File: src/design/acr_params.svh
`ifndef ACR_PARAMS_SVH
`define ACR_PARAMS_SVH

// Register word indices; the byte address is four times the index
`define ACR_IDX_ROUTE 8'h3b
`define ACR_IDX_CONV 8'h3c
`define ACR_IDX_TEMP 8'h3d

// Reset values
`define ACR_RST_ROUTE 8'h00
`define ACR_RST_CONV 8'hc0
`define ACR_RST_TEMP 8'h00

// Writable masks (reserved read-only bits excluded)
`define ACR_WMASK_ROUTE 8'hdf
`define ACR_WMASK_CONV 8'hcf
`define ACR_WMASK_TEMP 8'h0f

// Field positions
`define ACR_B_TRIM 7
`define ACR_B_CFGERR 6
`define ACR_B_HEART 4
`define ACR_B_ACT 3
`define ACR_B_INACT 2
`define ACR_B_DBL 1
`define ACR_B_SGL 0
`define ACR_B_FMT_HI 7
`define ACR_B_FMT_LO 6
`define ACR_B_EN 0

// Format codes
`define ACR_FMT_LEGACY 2'h0
`define ACR_FMT_8 2'h1
`define ACR_FMT_12 2'h2
`define ACR_FMT_FULL 2'h3

`endif

File: src/design/acr_pkg.sv
package acr_pkg;
  // Upper-group event sources toward the second pin
  typedef struct packed {
    logic trim_error;
    logic config_error;
    logic heartbeat_timer;
    logic aux_activity;
    logic aux_inactivity;
    logic double_knock;
    logic single_knock;
  } acr_events_t;

  // Stored queue entry: channel id and 14-bit sample
  typedef struct packed {
    logic [1:0] chan;
    logic [13:0] data;
  } acr_entry_t;

  // Enables to the conversion engines
  typedef struct packed {
    logic ext_conv_on;
    logic ext_conv_activity_on;
    logic ext_conv_inactivity_on;
    logic thermal_on;
    logic thermal_activity_on;
    logic thermal_inactivity_on;
  } acr_enables_t;
endpackage

File: src/design/acr_regs.sv
`timescale 1ns/100ps
`include "acr_params.svh"
module acr_regs
  import acr_pkg::*;
(
  // Clock and reset
  input wire logic clk_sys,
  input wire logic reset_n,
  // Avalon-MM slave
  input wire logic [7:0] avs_address,
  input wire logic avs_read,
  input wire logic avs_write,
  input wire logic [31:0] avs_writedata,
  input wire logic [3:0] avs_byteenable,
  output logic [31:0] avs_readdata,
  output logic avs_waitrequest,
  // Event sources, same clock domain
  input wire acr_events_t events_in,
  // Queue read-out path
  input wire acr_entry_t entry_in,
  input wire logic entry_valid,
  output logic [15:0] entry_out,
  output logic entry_out_valid,
  // Engine enables and pin
  output acr_enables_t enables,
  output logic second_irq_pin
);

  //--------------------------------------------------------------
  // Registers
  //--------------------------------------------------------------
  logic [7:0] route_reg;
  logic [7:0] conv_reg;
  logic [7:0] temp_reg;
  logic ack_reg;
  logic access;
  logic wr_take;
  logic rd_take;

  // One wait cycle per access keeps read data straight from a flop
  assign access = (avs_read | avs_write) & ~ack_reg;
  assign wr_take = avs_write & ack_reg;
  assign rd_take = avs_read & ~ack_reg;

  // Handshake: waitrequest high until the acknowledge cycle
  always_ff @(posedge clk_sys or negedge reset_n)
  begin
    if (!reset_n)
      ack_reg <= 1'b0;
    else
      ack_reg <= access;
  end

  always_ff @(posedge clk_sys or negedge reset_n)
  begin
    if (!reset_n)
      avs_waitrequest <= 1'b1;
    else
      avs_waitrequest <= ~access;
  end

  // Register writes; reserved read-only bits masked off
  always_ff @(posedge clk_sys or negedge reset_n)
  begin
    if (!reset_n)
    begin
      route_reg <= `ACR_RST_ROUTE;
      conv_reg <= `ACR_RST_CONV;
      temp_reg <= `ACR_RST_TEMP;
    end
    else if (wr_take && avs_byteenable[0])
    begin
      if (avs_address == {`ACR_IDX_ROUTE} << 2)
        route_reg <= avs_writedata[7:0] & `ACR_WMASK_ROUTE;
      if (avs_address == {`ACR_IDX_CONV} << 2)
        conv_reg <= avs_writedata[7:0] & `ACR_WMASK_CONV;
      if (avs_address == {`ACR_IDX_TEMP} << 2)
        temp_reg <= avs_writedata[7:0] & `ACR_WMASK_TEMP;
    end
  end

  // Read data; unmapped addresses read zero
  always_ff @(posedge clk_sys or negedge reset_n)
  begin
    if (!reset_n)
      avs_readdata <= 32'h0;
    else if (rd_take)
    begin
      if (avs_address == {`ACR_IDX_ROUTE} << 2)
        avs_readdata <= {24'h0, route_reg};
      else if (avs_address == {`ACR_IDX_CONV} << 2)
        avs_readdata <= {24'h0, conv_reg};
      else if (avs_address == {`ACR_IDX_TEMP} << 2)
        avs_readdata <= {24'h0, temp_reg};
      else
        avs_readdata <= 32'h0;
    end
  end

  //--------------------------------------------------------------
  // Interrupt routing
  //--------------------------------------------------------------
  logic irq_next;
  // Heartbeat bit read as steering the second pin, despite the text
  always_comb
  begin
    irq_next = (events_in.trim_error & route_reg[`ACR_B_TRIM])
      | (events_in.config_error & route_reg[`ACR_B_CFGERR])
      | (events_in.heartbeat_timer & route_reg[`ACR_B_HEART])
      | (events_in.aux_activity & route_reg[`ACR_B_ACT])
      | (events_in.aux_inactivity & route_reg[`ACR_B_INACT])
      | (events_in.double_knock & route_reg[`ACR_B_DBL])
      | (events_in.single_knock & route_reg[`ACR_B_SGL]);
  end

  // Registered pin, one cycle behind the source
  always_ff @(posedge clk_sys or negedge reset_n)
  begin
    if (!reset_n)
      second_irq_pin <= 1'b0;
    else
      second_irq_pin <= irq_next;
  end

  //--------------------------------------------------------------
  // Engine enables
  //--------------------------------------------------------------
  always_ff @(posedge clk_sys or negedge reset_n)
  begin
    if (!reset_n)
      enables <= '0;
    else
    begin
      enables.ext_conv_on <= conv_reg[`ACR_B_EN] & ~temp_reg[`ACR_B_EN];
      enables.ext_conv_activity_on <= conv_reg[`ACR_B_ACT - 2];
      enables.ext_conv_inactivity_on <= conv_reg[`ACR_B_ACT];
      enables.thermal_on <= temp_reg[`ACR_B_EN];
      enables.thermal_activity_on <= temp_reg[`ACR_B_ACT - 2];
      enables.thermal_inactivity_on <= temp_reg[`ACR_B_ACT];
    end
  end

  //--------------------------------------------------------------
  // Queue read-out formatting
  //--------------------------------------------------------------
  logic [15:0] fmt_next;
  // Entry is kept at 14 bits; only presentation varies
  always_comb
  begin
    unique case (conv_reg[`ACR_B_FMT_HI:`ACR_B_FMT_LO])
      `ACR_FMT_LEGACY: fmt_next = {entry_in.chan, 2'h0, entry_in.data[13:2]};
      `ACR_FMT_8: fmt_next = {8'h0, entry_in.data[13:6]};
      `ACR_FMT_12: fmt_next = {4'h0, entry_in.data[13:2]};
      `ACR_FMT_FULL: fmt_next = {entry_in.chan, entry_in.data};
    endcase
  end

  always_ff @(posedge clk_sys or negedge reset_n)
  begin
    if (!reset_n)
    begin
      entry_out <= 16'h0;
      entry_out_valid <= 1'b0;
    end
    else
    begin
      entry_out <= fmt_next;
      entry_out_valid <= entry_valid;
    end
  end

  //--------------------------------------------------------------
  // Checks
  //--------------------------------------------------------------
  a_route_reset: assert property (@(posedge clk_sys) $rose(reset_n) |-> route_reg == 8'h00)
    else $error("route register not zero after reset");
  a_conv_reset: assert property (@(posedge clk_sys) $rose(reset_n) |-> conv_reg == 8'hc0)
    else $error("converter control not c0 after reset");
  a_route_rsvd: assert property (@(posedge clk_sys) disable iff (!reset_n) route_reg[5] == 1'b0)
    else $error("route reserved bit set");
  a_temp_rsvd: assert property (@(posedge clk_sys) disable iff (!reset_n) temp_reg[7:4] == 4'h0)
    else $error("temperature reserved bits set");
  a_pin_knock: assert property (@(posedge clk_sys) disable iff (!reset_n)
    events_in.single_knock && route_reg[0] |=> second_irq_pin)
    else $error("routed single knock missed");
  a_pin_quiet: assert property (@(posedge clk_sys) disable iff (!reset_n)
    (irq_next == 1'b0) |=> !second_irq_pin)
    else $error("pin active with no routed source");
  a_trim_block: assert property (@(posedge clk_sys) disable iff (!reset_n)
    route_reg == 8'h80 && !events_in.trim_error |=> !second_irq_pin)
    else $error("pin active without trim error");
  a_ext_blocked: assert property (@(posedge clk_sys) disable iff (!reset_n)
    temp_reg[0] |=> !enables.ext_conv_on)
    else $error("external converter on with temperature");
  a_fmt_eight: assert property (@(posedge clk_sys) disable iff (!reset_n)
    conv_reg[7:6] == 2'h1 |=> entry_out[15:8] == 8'h0)
    else $error("8-bit format upper byte not zero");
  a_wait_pulse: assert property (@(posedge clk_sys) disable iff (!reset_n)
    !avs_waitrequest |=> avs_waitrequest)
    else $error("waitrequest low two cycles");
  //--------------------------------------------------------------
  // Rule checks
  //--------------------------------------------------------------

  // Each routed source reaches the pin one cycle later
  a_trim_route: assert property (@(posedge clk_sys) disable iff (!reset_n)
    events_in.trim_error && route_reg[7] |=> second_irq_pin)
    else $error("routed trim error missed");
  a_cfg_route: assert property (@(posedge clk_sys) disable iff (!reset_n)
    events_in.config_error && route_reg[6] |=> second_irq_pin)
    else $error("routed config error missed");
  a_heart_route: assert property (@(posedge clk_sys) disable iff (!reset_n)
    events_in.heartbeat_timer && route_reg[4] |=> second_irq_pin)
    else $error("routed heartbeat missed");
  a_act_route: assert property (@(posedge clk_sys) disable iff (!reset_n)
    events_in.aux_activity && route_reg[3] |=> second_irq_pin)
    else $error("routed activity missed");
  a_inact_route: assert property (@(posedge clk_sys) disable iff (!reset_n)
    events_in.aux_inactivity && route_reg[2] |=> second_irq_pin)
    else $error("routed inactivity missed");
  a_dbl_route: assert property (@(posedge clk_sys) disable iff (!reset_n)
    events_in.double_knock && route_reg[1] |=> second_irq_pin)
    else $error("routed double knock missed");

  // A lone route bit must not let other sources through
  a_cfg_block: assert property (@(posedge clk_sys) disable iff (!reset_n)
    route_reg == 8'h40 && !events_in.config_error |=> !second_irq_pin)
    else $error("pin active without config error");
  a_heart_block: assert property (@(posedge clk_sys) disable iff (!reset_n)
    route_reg == 8'h10 && !events_in.heartbeat_timer |=> !second_irq_pin)
    else $error("pin active without heartbeat");
  a_act_block: assert property (@(posedge clk_sys) disable iff (!reset_n)
    route_reg == 8'h08 && !events_in.aux_activity |=> !second_irq_pin)
    else $error("pin active without activity");
  a_inact_block: assert property (@(posedge clk_sys) disable iff (!reset_n)
    route_reg == 8'h04 && !events_in.aux_inactivity |=> !second_irq_pin)
    else $error("pin active without inactivity");
  a_dbl_block: assert property (@(posedge clk_sys) disable iff (!reset_n)
    route_reg == 8'h02 && !events_in.double_knock |=> !second_irq_pin)
    else $error("pin active without double knock");
  a_sgl_block: assert property (@(posedge clk_sys) disable iff (!reset_n)
    route_reg == 8'h01 && !events_in.single_knock |=> !second_irq_pin)
    else $error("pin active without single knock");

  // Engine enables follow the register bits one cycle later
  a_ext_on: assert property (@(posedge clk_sys) disable iff (!reset_n)
    1'b1 |=> enables.ext_conv_on == $past(conv_reg[0] & ~temp_reg[0]))
    else $error("external converter enable wrong");
  a_ext_act: assert property (@(posedge clk_sys) disable iff (!reset_n)
    1'b1 |=> enables.ext_conv_activity_on == $past(conv_reg[1]))
    else $error("external activity enable wrong");
  a_ext_inact: assert property (@(posedge clk_sys) disable iff (!reset_n)
    1'b1 |=> enables.ext_conv_inactivity_on == $past(conv_reg[3]))
    else $error("external inactivity enable wrong");
  a_therm_on: assert property (@(posedge clk_sys) disable iff (!reset_n)
    1'b1 |=> enables.thermal_on == $past(temp_reg[0]))
    else $error("thermal enable wrong");
  a_therm_act: assert property (@(posedge clk_sys) disable iff (!reset_n)
    1'b1 |=> enables.thermal_activity_on == $past(temp_reg[1]))
    else $error("thermal activity enable wrong");
  a_therm_inact: assert property (@(posedge clk_sys) disable iff (!reset_n)
    1'b1 |=> enables.thermal_inactivity_on == $past(temp_reg[3]))
    else $error("thermal inactivity enable wrong");

  // Read-out shape per format code
  a_fmt_full: assert property (@(posedge clk_sys) disable iff (!reset_n)
    entry_valid && conv_reg[7:6] == 2'h3 |=> entry_out == $past(entry_in))
    else $error("full format entry wrong");
  a_fmt_legacy: assert property (@(posedge clk_sys) disable iff (!reset_n)
    entry_valid && conv_reg[7:6] == 2'h0 |=> entry_out == {$past(entry_in.chan), 2'h0, $past(entry_in.data[13:2])})
    else $error("legacy format entry wrong");
  a_fmt_twelve: assert property (@(posedge clk_sys) disable iff (!reset_n)
    entry_valid && conv_reg[7:6] == 2'h2 |=> entry_out == {4'h0, $past(entry_in.data[13:2])})
    else $error("12-bit format entry wrong");
  a_fmt_low: assert property (@(posedge clk_sys) disable iff (!reset_n)
    entry_valid && conv_reg[7:6] == 2'h1 |=> entry_out[7:0] == $past(entry_in.data[13:6]))
    else $error("8-bit format entry wrong");
  a_valid_follow: assert property (@(posedge clk_sys) disable iff (!reset_n)
    1'b1 |=> entry_out_valid == $past(entry_valid))
    else $error("entry valid not one cycle behind");

  // Register access and reset values
  a_conv_rsvd: assert property (@(posedge clk_sys) disable iff (!reset_n) conv_reg[5:4] == 2'h0)
    else $error("converter reserved bits set");
  a_temp_reset: assert property (@(posedge clk_sys) $rose(reset_n) |-> temp_reg == 8'h00)
    else $error("temperature control not zero after reset");
  a_pin_reset: assert property (@(posedge clk_sys) $rose(reset_n) |-> !second_irq_pin)
    else $error("pin active after reset");
  a_enables_reset: assert property (@(posedge clk_sys) $rose(reset_n) |-> enables == '0)
    else $error("enables set after reset");
  a_route_write: assert property (@(posedge clk_sys) disable iff (!reset_n)
    wr_take && avs_byteenable[0] && avs_address == 8'hec |=> route_reg == ($past(avs_writedata[7:0]) & `ACR_WMASK_ROUTE))
    else $error("route write did not land");
  a_conv_write: assert property (@(posedge clk_sys) disable iff (!reset_n)
    wr_take && avs_byteenable[0] && avs_address == 8'hf0 |=> conv_reg == ($past(avs_writedata[7:0]) & `ACR_WMASK_CONV))
    else $error("converter write did not land");
  a_temp_write: assert property (@(posedge clk_sys) disable iff (!reset_n)
    wr_take && avs_byteenable[0] && avs_address == 8'hf4 |=> temp_reg == ($past(avs_writedata[7:0]) & `ACR_WMASK_TEMP))
    else $error("temperature write did not land");
  a_lane_refuse: assert property (@(posedge clk_sys) disable iff (!reset_n)
    wr_take && !avs_byteenable[0] |=> $stable(route_reg) && $stable(conv_reg) && $stable(temp_reg))
    else $error("write without lane zero landed");
  a_read_upper: assert property (@(posedge clk_sys) disable iff (!reset_n)
    rd_take |=> avs_readdata[31:8] == 24'h0)
    else $error("read data upper bits set");
  a_read_unmapped: assert property (@(posedge clk_sys) disable iff (!reset_n)
    rd_take && avs_address != 8'hec && avs_address != 8'hf0 && avs_address != 8'hf4 |=> avs_readdata == 32'h0)
    else $error("unmapped read not zero");
  a_wait_answer: assert property (@(posedge clk_sys) disable iff (!reset_n)
    $rose(avs_read) |=> !avs_waitrequest)
    else $error("read not answered next cycle");

  c_trim: cover property (@(posedge clk_sys) events_in.trim_error && route_reg[7]);
  c_write: cover property (@(posedge clk_sys) wr_take);
  c_read: cover property (@(posedge clk_sys) rd_take);
  c_pin: cover property (@(posedge clk_sys) $rose(second_irq_pin));
  c_full: cover property (@(posedge clk_sys) entry_out_valid && conv_reg[7:6] == 2'h3);

endmodule

File: config.mk
export PLATFORM = sky130hd
export DESIGN_NAME = acr_regs
export DESIGN_NICKNAME = d
export VERILOG_FILES = /design/src/design/acr_pkg.sv /design/src/design/acr_regs.sv
export VERILOG_INCLUDE_DIRS = /design/src /design/src/design
export SDC_FILE = /design/constraint.sdc
export NUM_CORES = 1
export LEC_CHECK = 0
export BUFFER_PORTS_ARGS = -buffer_cell sky130_fd_sc_hd__buf_2
export CAP_MARGIN = 20
export CORE_ASPECT_RATIO = 0.5
export CORE_MARGIN = 2
export CORE_UTILIZATION = 47
export CTS_CLUSTER_DIAMETER = 150
export CTS_CLUSTER_SIZE = 25
export DETAILED_ROUTE_END_ITERATION = 10
export PLACE_DENSITY = 0.91
export SLEW_MARGIN = 20
export SYNTH_ARGS = -nofsm -noshare
export SYNTH_HDL_FRONTEND = slang
export SYNTH_SLANG_ARGS = --single-unit
File: constraint.sdc
create_clock -name clk_sys -period 3.5 [get_ports clk_sys]
set_clock_uncertainty 0.05 [all_clocks]
set_input_delay 0.175 -clock clk_sys [delete_from_list [all_inputs] [get_ports clk_sys]]
set_output_delay 0.175 -clock clk_sys [all_outputs]
set_load 0.01 [all_outputs]
==> key figures <==
Routing
  • Vias per cell: 4.86
  • Iter 0 DRT Violations: 101
  • Highest Signal Layer: met4
  • Antenna-violating nets left: 0
  • DRT Pass-1 Iters: 4
  • Total number of vias: 1623
  • Routed len/inst: 13.9 microns
  • DRC: 0
  • Metal-1 WL: 1.99 mm
  • Routed WL: 4.64 mm
  • Met3 wire len: 314 microns
  • WL met2: 2.24 mm

Final layout
  • Footprint of the multi-input gates: 883 sq um
  • Fillers: 372
  • Seq. cell area: 1250 sq um
  • Cell area after layout: 2730 sq um
  • Area delta synth->final: 19.5%
  • Share of layout cells above drive strength 1: 41.0%
  • Final net count: 339
  • Diode count: 0
  • Number of flip-flops under the largest register name: 16

STA
  • Final TNS setup: 0 ns
  • Slew @ Worst Pin: 0.612 ns
  • Final setup violation count: 0
  • Final min period: 1.69 ns
  • Slew headroom: 59.2%
  • Max Freq: 590 MHz
  • RSZ-0062 raised after global routing: false
  • Fin crit share: 48.4%
  • Final hold vios: 0
  • Slew Limit Fails: 0

Synth
  • Post-Syn Area: 2290 sq um
  • Syn Inst Count: 191
  • Sequential fraction of the synthesis area: 54.9%
  • Yosys cell types: 35
  • Yosys top cell by area: dfrtp_1
  • Post-synth top area share: 51.4%
  • Avg Synthesized Cell Area: 12.0 sq um
  • Synth warnings: 0
  • Area contributors post-synth: dfrtp_1 51%, mux2_2 8.4%, buf_4 8.2%
  • Synthesized flop and latch total: 50

GRT
  • GRT Total Usage: 17.7%
  • First-pass GRT wire length: 7.19 mm
  • Vias in the first global route: 1524
  • Largest net degree at the start of global routing: 51
  • Antenna violations before repair: 0
  • Global route overflow: 0

Setup path
  • CP required: 3.64 ns
  • Startpoint Class: flop
  • Critical path type: reg2reg
  • Slowest-stage cell, CP: nor4_4
  • CP bufs+invs: 0
  • Reg2reg start: ack_reg
  • Cell Chain, Critical Path: nand4b_2 -> nor4_4 -> mux2_2
  • CP delay by family, top: simple AND/OR/NAND/NOR gates
  • Critical path arrival: 1.83 ns
  • CP max stage delay: 0.53 ns
  • Crit path max fanout: 6
  • CP startpoint: ack_reg
  • CP Capture Type: flop

Clock network
  • Clock sink count: 50
  • Cts bufs inserted: 5
  • Later-pin clock latency in the skew report: 0.30 ns
  • Longest Clk Path Bufs: 2
  • CTS tree: done
  • Clk pin slew, worst setup/hold paths: 0.09 ns
  • H-Tree Depth: 2
  • Clk Tree Root Cell: clkbuf_8
  • Setup Buffers After CTS: 0

Die
  • Core Region: 4530 sq um
  • Cell row count: 17
  • Die area: 5470 sq um
  • Chip height: 53.3 microns
  • Initial Util: 50.5%
  • I/O pin count: 129
  • Die width: 103 microns

Place
  • Post-DP HPWL: 3.48 mm
  • IO buf count: 75
  • Gpl congestion: 0.794
  • Area after DPL: 2620 sq um

Power and ir drop
  • Leakage dissipation: 1.44 nW
  • Pwr Density: 386 nW/um^2
  • Final Power: 1.05 mW
  • Max rail drop VDD: 0.170 mV

Run status
  • Run status: finished clean

Worst hold path
  • Worst hold start: entry_in[15]
  • Worst Hold Class: in2reg

Job
  • Max-cap violations: 0
==> report_power, final <==
| group | total (mW) | switching, mW | internal [mW] | leakage, nW |
|---|---|---|---|---|
| combinational | 0.112 | 0.0695 | 0.0426 | 0.740 |
| sequential | 0.603 | 0.00825 | 0.594 | 0.650 |
| clock | 0.339 | 0.180 | 0.160 | 0.0482 |
| total | 1.05 | 0.257 | 0.797 | 1.44 |
==> routing by layer <==
| metal | vias up | global-route usage (%) |
|---|---|---|
| li1 | 777 | - |
| met1 | 775 | 21.4 |
| met2 | 62 | 30.3 |
| met3 | 9 | 3.83 |
| met4 | 0 | 8.67 |
| met5 | - | 0 |
==> cells by family after synthesis <==
| family | Yosys count | synth area share (%) |
|---|---|---|
| DFF | 50 | 54.9 |
| buffers and inverters | 38 | 10.4 |
| other | 1 | 0.164 |
| and+or+nand+nor | 48 | 14.1 |
| AOI/OAI and AO/OA | 28 | 8.21 |
| muxes | 25 | 11.9 |
| xor gates and xnor gates | 1 | 0.383 |
==> layout make-up <==
class,instances,share of cell area (%)
clock inverters,1,0.183
repair buffers,77,14.6
flip-flops and latches,50,45.9
inverters,6,0.824
well taps,66,3.02
multi-input cells,127,32.3
clock buffers,7,3.16
==> Yosys cell counts, drive strengths merged <==
| library cell | count |
|---|---|
| nor3 | 1 |
| nand4b | 2 |
| buf | 27 |
| and3 | 2 |
| dfstp | 3 |
| a21oi | 8 |
| dfrtp | 47 |
| and2 | 2 |
| mux2i | 8 |
| a22oi | 4 |
| and3b | 1 |
| a222oi | 1 |
| a211oi | 4 |
| conb | 1 |
| nor3b | 2 |
| nor2 | 13 |
| nor4 | 2 |
| and4b | 4 |
| o41ai | 4 |
| nand2 | 8 |
| mux2 | 17 |
| nand3b | 1 |
| o31ai | 3 |
| o21ai | 4 |
| or2 | 1 |
| nand3 | 6 |
| xnor2 | 1 |
| nand2b | 2 |
| clkbuf | 5 |
| nor2b | 1 |
| inv | 6 |
==> final timing paths <==
kind	cells after the start	end	slack, ns
max in group asynchronous	2	conv_reg[2]	2.59
min in group asynchronous	2	entry_out[4]	0.39
hold / removal	2	entry_out[15]	0.03
setup reg to reg	3	conv_reg[3]	1.81
hold reg to reg	0	enables[1]	0.36
setup / recovery	3	conv_reg[3]	1.81
==> per-stage QoR <==
stage	std cells	hold WS, ns	util, %	setup slack, ns
floorplan	215	-0.171	-	1.98
global placement	324	0.236	57.8	1.82
detailed placement	324	0.242	57.8	1.78
CTS	333	0.0269	60.0	1.79
global route	334	0.0335	60.3	1.68
finish	334	0.0312	60.3	1.81
==> placed cells by master (no fill, tap or decap), types with 2 or more instances in the layout <==
cell type	Yosys	routed
buf_2	2	74
dfrtp_1	47	47
conb_1	1	25
mux2_2	17	17
nor2_1	13	13
mux2i_1	8	8
a21oi_1	8	8
nand2_1	8	8
nand3_1	6	6
clkbuf_8	0	6
inv_1	5	5
o21ai_0	4	4
a22oi_1	4	4
and4b_1	4	4
a211oi_1	4	4
o41ai_1	4	4
o31ai_1	3	3
dfstp_2	3	3
and2_1	2	2
and3_1	2	2
nand2b_1	2	2
nor4_4	2	2
dlygate4sd3_1	0	2
==> repair_timing <==
action                    CTS  global route
gates resized for setup     0             0
hold endpoints to repair    1            47
hold buffers                1             1
Power figures use the tool's default switching activity.
